==> src/rtl/split_iso_pkg.sv <==
package split_iso_pkg;

  localparam int UFRAMES = 8;
  localparam int CNT_W   = 8;
  localparam int STAT_W  = 3;
  localparam int FRAME_W = 5;
  localparam int IRQ_W   = 4;

  // Register byte offsets
  localparam logic [4:0] OFS_MASKS     = 5'h00;
  localparam logic [4:0] OFS_CONFIG    = 5'h04;
  localparam logic [4:0] OFS_STATUS    = 5'h08;
  localparam logic [4:0] OFS_COUNT_LO  = 5'h0c;
  localparam logic [4:0] OFS_COUNT_HI  = 5'h10;
  localparam logic [4:0] OFS_IRQ_STAT  = 5'h14;
  localparam logic [4:0] OFS_IRQ_MASK  = 5'h18;

  // Field positions
  localparam int MASK_SS_LSB    = 0;
  localparam int MASK_CS_LSB    = 8;
  localparam int CFG_DIR_IN_BIT = 0;
  localparam int CFG_FRAME_LSB  = 1;
  localparam int STAT_XERR_BIT  = 24;
  localparam int STAT_BABBLE_BIT = 25;

  // Bits inside one microframe status field
  localparam int FLD_XERR     = 0;
  localparam int FLD_BABBLE   = 1;
  localparam int FLD_UNDERRUN = 2;

  // Interrupt status bits
  localparam int IRQ_XERR     = 0;
  localparam int IRQ_BABBLE   = 1;
  localparam int IRQ_UNDERRUN = 2;
  localparam int IRQ_DRAINED  = 3;

  // Reset values
  localparam logic [7:0]  RST_MASK     = 8'h00;
  localparam logic [4:0]  RST_FRAME    = 5'h00;
  localparam logic [3:0]  RST_IRQ      = 4'h0;
  localparam logic [7:0]  RST_COUNT    = 8'h00;
  localparam logic [2:0]  RST_STATUS   = 3'h0;
  localparam logic [31:0] RST_RDATA    = 32'h0000_0000;

endpackage

==> src/rtl/slot_if.sv <==
`timescale 1ns/100ps
interface slot_if;
  logic       wr_status;
  logic       wr_count;
  logic [7:0] count_in;
  logic [2:0] status_in;
  logic [7:0] count;
  logic [2:0] status;

  modport ctrl (output wr_status, output wr_count, output count_in, output status_in,
                input count, input status);
  modport slot (input wr_status, input wr_count, input count_in, input status_in,
                output count, output status);
endinterface

==> src/rtl/split_iso_microframe_tracker.sv <==
`timescale 1ns/100ps
module split_iso_microframe_tracker (
  input  wire logic        clk_sys,
  input  wire logic        rst,
  input  wire logic [4:0]  address,
  input  wire logic        read,
  input  wire logic        write,
  input  wire logic [31:0] writedata,
  input  wire logic [3:0]  byteenable,
  output logic      [31:0] readdata,
  output logic             waitrequest,
  output logic             irq,
  input  wire logic        uframe_tick,
  input  wire logic [2:0]  uframe_idx,
  input  wire logic [4:0]  bus_frame,
  output logic             issue_start_split,
  output logic             issue_complete_split,
  output logic      [2:0]  issue_uframe,
  input  wire logic        xact_done,
  input  wire logic        xact_complete,
  input  wire logic [2:0]  xact_uframe,
  input  wire logic [2:0]  xact_slot,
  input  wire logic [7:0]  xact_bytes,
  input  wire logic        xact_err,
  input  wire logic        xact_babble,
  input  wire logic        xact_underrun
);
  typedef struct packed {
    logic [7:0]  ss_mask;
    logic [7:0]  cs_mask;
    logic [7:0]  ss_seen;
    logic        dir_in;
    logic [4:0]  frame_no;
    logic [3:0]  irq_stat;
    logic [3:0]  irq_mask;
    logic [31:0] readdata;
    logic        waitrequest;
    logic        irq;
    logic        issue_ss;
    logic        issue_cs;
    logic [2:0]  issue_uframe;
  } trk_state_t;

  trk_state_t s_reg;
  trk_state_t s_next;

  slot_if sif [8] ();

  logic [63:0] count_all;
  logic [23:0] status_all;
  logic [31:0] wd_be;
  logic        ack;
  logic        record;
  logic        babble_sum;
  logic        xerr_sum;

  genvar g;
  generate
    for (g = 0; g < split_iso_pkg::UFRAMES; g++) begin : g_slot
      assign sif[g].wr_count  = record && xact_complete && s_reg.dir_in && (xact_slot == g);
      assign sif[g].wr_status = record && (xact_slot == g) &&
                                (xact_complete == s_reg.dir_in);
      assign sif[g].count_in  = xact_bytes;
      // Babble only exists for IN, underrun only for OUT
      assign sif[g].status_in = {xact_underrun && !s_reg.dir_in,
                                 xact_babble && s_reg.dir_in, xact_err};
      assign count_all[g*8 +: 8]  = sif[g].count;
      assign status_all[g*3 +: 3] = sif[g].status;
      uframe_slot u_slot (
        .clk_sys (clk_sys),
        .rst     (rst),
        .port    (sif[g])
      );
    end
  endgenerate

  // Only slots whose start split really went out may be written
  assign record = xact_done && s_reg.ss_seen[xact_slot];

  always_comb begin
    babble_sum = 1'b0;
    xerr_sum   = 1'b0;
    for (int i = 0; i < split_iso_pkg::UFRAMES; i++) begin
      babble_sum = babble_sum | status_all[i*3 + split_iso_pkg::FLD_BABBLE];
      xerr_sum   = xerr_sum | status_all[i*3 + split_iso_pkg::FLD_XERR];
    end
  end

  always_comb begin
    for (int b = 0; b < 4; b++) begin
      wd_be[b*8 +: 8] = byteenable[b] ? writedata[b*8 +: 8] : 8'h00;
    end
  end

  assign ack = (read || write) && !s_reg.waitrequest;

  always_comb begin
    logic [3:0] ev;
    ev     = 4'h0;
    s_next = s_reg;
    s_next.issue_ss = 1'b0;
    s_next.issue_cs = 1'b0;
    // One wait state on every access; the answer comes on the second edge
    s_next.waitrequest = !((read || write) && s_reg.waitrequest);

    if (uframe_tick) begin
      s_next.issue_uframe = uframe_idx;
      if (bus_frame == s_reg.frame_no && s_reg.ss_mask[uframe_idx]) begin
        s_next.issue_ss = 1'b1;
        s_next.ss_seen[uframe_idx] = 1'b1;
      end
      if (bus_frame == s_reg.frame_no && s_reg.dir_in && s_reg.cs_mask[uframe_idx]) begin
        s_next.issue_cs = 1'b1;
      end
    end

    if (xact_done) begin
      if (xact_complete) begin
        s_next.cs_mask[xact_uframe] = 1'b0;
      end else begin
        s_next.ss_mask[xact_uframe] = 1'b0;
      end
      ev[split_iso_pkg::IRQ_XERR]     = xact_err;
      ev[split_iso_pkg::IRQ_BABBLE]   = xact_babble && s_reg.dir_in;
      ev[split_iso_pkg::IRQ_UNDERRUN] = xact_underrun && !s_reg.dir_in;
    end

    // Software set follows the hardware clear so a re-arm is never lost
    if (write && ack) begin
      case (address)
        split_iso_pkg::OFS_MASKS: begin
          s_next.ss_mask = s_next.ss_mask | wd_be[split_iso_pkg::MASK_SS_LSB +: 8];
          s_next.ss_seen = s_next.ss_seen & ~wd_be[split_iso_pkg::MASK_SS_LSB +: 8];
          s_next.cs_mask = s_next.cs_mask | wd_be[split_iso_pkg::MASK_CS_LSB +: 8];
        end
        split_iso_pkg::OFS_CONFIG: begin
          if (byteenable[0]) begin
            s_next.dir_in   = writedata[split_iso_pkg::CFG_DIR_IN_BIT];
            s_next.frame_no = writedata[split_iso_pkg::CFG_FRAME_LSB +: 5];
          end
        end
        split_iso_pkg::OFS_IRQ_MASK: begin
          if (byteenable[0]) begin
            s_next.irq_mask = writedata[3:0];
          end
        end
        default: begin
        end
      endcase
    end

    if (xact_done && s_next.ss_mask == 8'h00 && s_next.cs_mask == 8'h00) begin
      ev[split_iso_pkg::IRQ_DRAINED] = 1'b1;
    end

    // Clear on the capturing edge: an event after the capture must not vanish unread
    if (read && s_reg.waitrequest && address == split_iso_pkg::OFS_IRQ_STAT) begin
      s_next.irq_stat = 4'h0;
    end
    // A new event in the clearing cycle survives the read
    s_next.irq_stat = s_next.irq_stat | ev;
    s_next.irq      = |(s_next.irq_stat & s_next.irq_mask);

    if (read && s_reg.waitrequest) begin
      case (address)
        split_iso_pkg::OFS_MASKS:    s_next.readdata = {16'h0000, s_reg.cs_mask, s_reg.ss_mask};
        split_iso_pkg::OFS_CONFIG:   s_next.readdata = {26'h0000000, s_reg.frame_no,
                                                        s_reg.dir_in};
        split_iso_pkg::OFS_STATUS:   s_next.readdata = {6'h00, babble_sum, xerr_sum,
                                                        status_all};
        split_iso_pkg::OFS_COUNT_LO: s_next.readdata = count_all[31:0];
        split_iso_pkg::OFS_COUNT_HI: s_next.readdata = count_all[63:32];
        split_iso_pkg::OFS_IRQ_STAT: s_next.readdata = {28'h0000000, s_reg.irq_stat};
        split_iso_pkg::OFS_IRQ_MASK: s_next.readdata = {28'h0000000, s_reg.irq_mask};
        default:                     s_next.readdata = 32'h0000_0000;
      endcase
    end
  end

  always_ff @(posedge clk_sys or posedge rst) begin
    if (rst) begin
      s_reg.ss_mask      <= split_iso_pkg::RST_MASK;
      s_reg.cs_mask      <= split_iso_pkg::RST_MASK;
      s_reg.ss_seen      <= split_iso_pkg::RST_MASK;
      s_reg.dir_in       <= 1'b0;
      s_reg.frame_no     <= split_iso_pkg::RST_FRAME;
      s_reg.irq_stat     <= split_iso_pkg::RST_IRQ;
      s_reg.irq_mask     <= split_iso_pkg::RST_IRQ;
      s_reg.readdata     <= split_iso_pkg::RST_RDATA;
      s_reg.waitrequest  <= 1'b1;
      s_reg.irq          <= 1'b0;
      s_reg.issue_ss     <= 1'b0;
      s_reg.issue_cs     <= 1'b0;
      s_reg.issue_uframe <= 3'h0;
    end else begin
      s_reg <= s_next;
    end
  end

  assign readdata             = s_reg.readdata;
  assign waitrequest          = s_reg.waitrequest;
  assign irq                  = s_reg.irq;
  assign issue_start_split    = s_reg.issue_ss;
  assign issue_complete_split = s_reg.issue_cs;
  assign issue_uframe         = s_reg.issue_uframe;
endmodule

==> src/rtl/uframe_slot.sv <==
`timescale 1ns/100ps
module uframe_slot (
  input  wire logic clk_sys,
  input  wire logic rst,
  slot_if.slot      port
);
  typedef struct packed {
    logic [7:0] count;
    logic [2:0] status;
  } slot_state_t;

  slot_state_t s_reg;
  slot_state_t s_next;

  always_comb begin
    s_next = s_reg;
    if (port.wr_status) begin
      s_next.status = port.status_in;
    end
    if (port.wr_count) begin
      s_next.count = port.count_in;
    end
  end

  always_ff @(posedge clk_sys or posedge rst) begin
    if (rst) begin
      s_reg.count  <= split_iso_pkg::RST_COUNT;
      s_reg.status <= split_iso_pkg::RST_STATUS;
    end else begin
      s_reg <= s_next;
    end
  end

  assign port.count  = s_reg.count;
  assign port.status = s_reg.status;
endmodule
==> config.mk <==
export PLATFORM = sky130hd
export DESIGN_NAME = split_iso_microframe_tracker
export DESIGN_NICKNAME = d
export VERILOG_FILES = /design/src/rtl/split_iso_pkg.sv /design/src/rtl/slot_if.sv /design/src/rtl/split_iso_microframe_tracker.sv /design/src/rtl/uframe_slot.sv
export SDC_FILE = /design/constraint.sdc
export NUM_CORES = 1
export LEC_CHECK = 0
export BUFFER_PORTS_ARGS = -buffer_cell sky130_fd_sc_hd__buf_2
export CAP_MARGIN = 40
export CELL_PAD_IN_SITES_DETAIL_PLACEMENT = 2
export CELL_PAD_IN_SITES_GLOBAL_PLACEMENT = 2
export CORE_AREA = 2 2 146 148
export CTS_CLUSTER_DIAMETER = 200
export DETAILED_ROUTE_END_ITERATION = 10
export DIE_AREA = 0 0 148 150
export HOLD_SLACK_MARGIN = 0.06
export PLACE_DENSITY = 0.78
export SLEW_MARGIN = 40
export SYNTH_ARGS = -nofsm -noshare
export SYNTH_HDL_FRONTEND = slang
export SYNTH_SLANG_ARGS = --single-unit
export TNS_END_PERCENT = 20
==> constraint.sdc <==
create_clock -name clk_sys -period 7.05 [get_ports clk_sys]
set_clock_uncertainty 0.15 [all_clocks]
set_input_delay 0.705 -clock clk_sys [delete_from_list [all_inputs] [get_ports clk_sys]]
set_output_delay 0.705 -clock clk_sys [all_outputs]
set_load 0.01 [all_outputs]
==> impl_results.md <==
- FILL cells: 2156
- Fin. max-slew vios: 0
- Detailed-route vias per instance: 5.70
- IO buf count: 93
- First-pass GRT wire length: 39.1 mm
- CP Capture Type: register
- PwrDens: 240 nW/um^2
- Die Span X: 148 um
- Top cell type's share of synthesized area: 52.9%
- Worst Path Arrival: 2.99 ns
- Largest family of logic cells by synthesized area: multiplexers
- Post-Syn Area: 7760 sq um
- Max FFs per register: 64
- Syn Inst Count: 682
- Ranking of synthesized cells by area: dfrtp_1, mux2_2, mux2_1
- Hold WS: 0.198 ns
- WL/cell: 24.4 um
- Share of cells above drive strength 1: 28.7%
- Setup WS post-layout: 4.26 ns
- Compound-gate portion of the synthesized area: 13.5%
- GR Layer Usage met1: 29.4%
- Sequential fraction of the synthesis area: 53.3%
- Synth area leader: dfrtp_1
- Grt total ovfl: 0
- Fin crit share: 39.6%
- Commonest non-fill, non-tap cell in the layout: dfrtp_1
- Pleak: 4.38 nW
- Final setup viols: 0
- Hold Path Class: in2async
- Kind of critical path: reg2reg
- CTS clk-pin slew, worst paths: 0.07 ns
- Clk buf depth: 2
- M3 GR Usage: 3.84%
- WL final: 25.0 mm
- Via count of the first global-routing pass: 6651
- DR iter-0 viols: 321
- Setup WS pre-CTS: 3.85 ns
- Mux cell area share after synthesis: 17.2%
- Adder-cell share of the synthesized area: 0%
- Drt first pass iters: 5
- Area grow syn2layout: 14.2%
- Prevailing post-synth register cell: dfrtp_1
- R2r setup slk: 4.26 ns
- Sink count of the clock tree: 165
- CTS hold repair buffers: 0
- Hpwl dp: 17.4 mm
- Fmax: 0.358 GHz
- Fraction of the mapped netlist area in simple logic gates: 9.60%
- Nets: 806
- RSZ-0062 raised after global routing: false
- EDFF count, synth: 0
- Setup_tns: 0 ns
- Post-cts sizing count: 0
- Met2 usage: 41.8%
- Finished Layout Cells: 1022
- Antenna violations before repair: 0
- Root buf cell: clkbuf_16
- Setup Fix Bufs, Post-CTS: 0
- Total GRT Usage: 23.6%
- Pwr Total: 0.00212 W
- TritonCTS clock tree: done
- H-tree depth: 4
- I/O pin cnt: 112
- Pin count of the biggest net entering global routing: 91
- Worst EP required: 7.25 ns
- GR peak layer: met2
- Synth Area in XOR/XNOR: 0.678%
- Row count: 53
- Later-pin clock latency in the skew report: 0.43 ns
- Tmin final: 2.79 ns
- Post-route ant nets: 0
- Slew of the pin with the lowest slew margin: 0.752 ns
- Commonest non-fill, non-tap cells in the layout: dfrtp_1, buf_2, mux2_2, nand2_1, mux2_1
- Count of cell types in the netlist: 56
- Maxcap violations: 0
- Initial Utilization: 37.5%
- Ys Warns: 0
- Placed Cells: 989
- Synthesized area per cell: 11.4 sq um
- Die ar.: 22200 sq um
- Worst Path Max Fanout: 15
- Peak supply drop: 0.000165 V
- Crit path launch type: register
- Syn Nets: 755
- Rel. slew slack: 49.8%
- Final GP Congestion: 0.842
- Die height: 150 um
- DR vias: 5825
- Num CTS Buffers: 17
- Core box area: 20700 sq um
- Fin. Hold Viols: 0
- Result of the run: finished clean
- Synth Register Bits: 165
- # DRC: 0
- Post-synth ARST share: 100%
-- synthesized netlist by cell type, types with 3 or more instances --
master / number
nand3_1: 7
buf_4: 35
xor2_1: 5
a21oi_1: 31
or3_1: 3
a222oi_1: 8
nand2_1: 64
a221oi_1: 4
mux2_1: 38
a41oi_1: 3
mux2i_1: 7
inv_1: 15
mux2_2: 64
clkbuf_1: 27
buf_2: 3
a211oi_1: 4
nand2b_1: 8
a22o_1: 3
nor2b_1: 7
o21ai_0: 35
nor3_1: 10
a22oi_1: 31
o21ai_1: 14
nor2_1: 28
nor4_1: 6
dfrtp_1: 164
a21o_1: 12
nand4_1: 4
mux4_2: 5
-- power by group --
group / internal [W] / leakage, nW / switching, W
combinational: 0.0000543 / 1.81 / 0.000114
clock: 0.000557 / 0.296 / 0.000404
sequential: 0.000970 / 2.27 / 0.0000232
total: 0.00158 / 4.38 / 0.000541
-- final timing paths --
path / from / cells after the start / to
min reg2reg: readdata[15]$_DFFE_PP0P_ / 1 / readdata[15]$_DFFE_PP0P_
max reg2reg: waitrequest$_DFF_PP1_ / 6 / irq$_DFF_PP0_
min in group clk_sys: read / 2 / waitrequest$_DFF_PP1_
max: waitrequest$_DFF_PP1_ / 6 / irq$_DFF_PP0_
max in group asynchronous: rst / 3 / g_slot[5].u_slot.port.count[1]$_DFFE_PP0P_
min: rst / 2 / readdata[27]$_DFFE_PP0P_
-- layer usage --
| layer | wire length, um | up-vias |
|---|---|---|
| li1 | - | 2544 |
| met1 | 10600 | 3092 |
| met2 | 13000 | 153 |
| met3 | 881 | 36 |
| met4 | 523 | 0 |
| met5 | 0 | - |
-- final cells by class --
type,instances,area (sq um),area share (%)
tap,275,344,3.88
inverter,15,63.8,0.720
timing repair buffer,100,522,5.89
clock buffer,20,467,5.27
clock inverter,12,144,1.62
antenna,1,2.50,0.0282
multi-input combinational,434,3190,36.0
sequential,165,4130,46.6
-- stage by stage --
stage                     util [%]  area [sq um]
after detailed placement      39.8          8240
after floorplan                  -          7760
final                         42.8          8860
after global placement        39.8          8230
after global routing          42.8          8860
after CTS                     42.8          8850
-- cell families after synthesis --
kind of cell           after synthesis
flip-flops                         165
multiplexers                       114
AO/OA/AOI/OAI                      160
AND/OR/NAND/NOR                    154
XOR/XNOR                             6
buffers and inverters               83
-- worst max-delay path, cell delays in order, from the launching register on --
cell and delay [ns]:
dfstp_2 0.57, and3b_1 0.24, and3_1 0.38, o2bb2ai_1 0.23, or4_1 0.41, or4_4 0.54
o211ai_2 0.19
No activity file was read; power rests on OpenSTA's default activity.
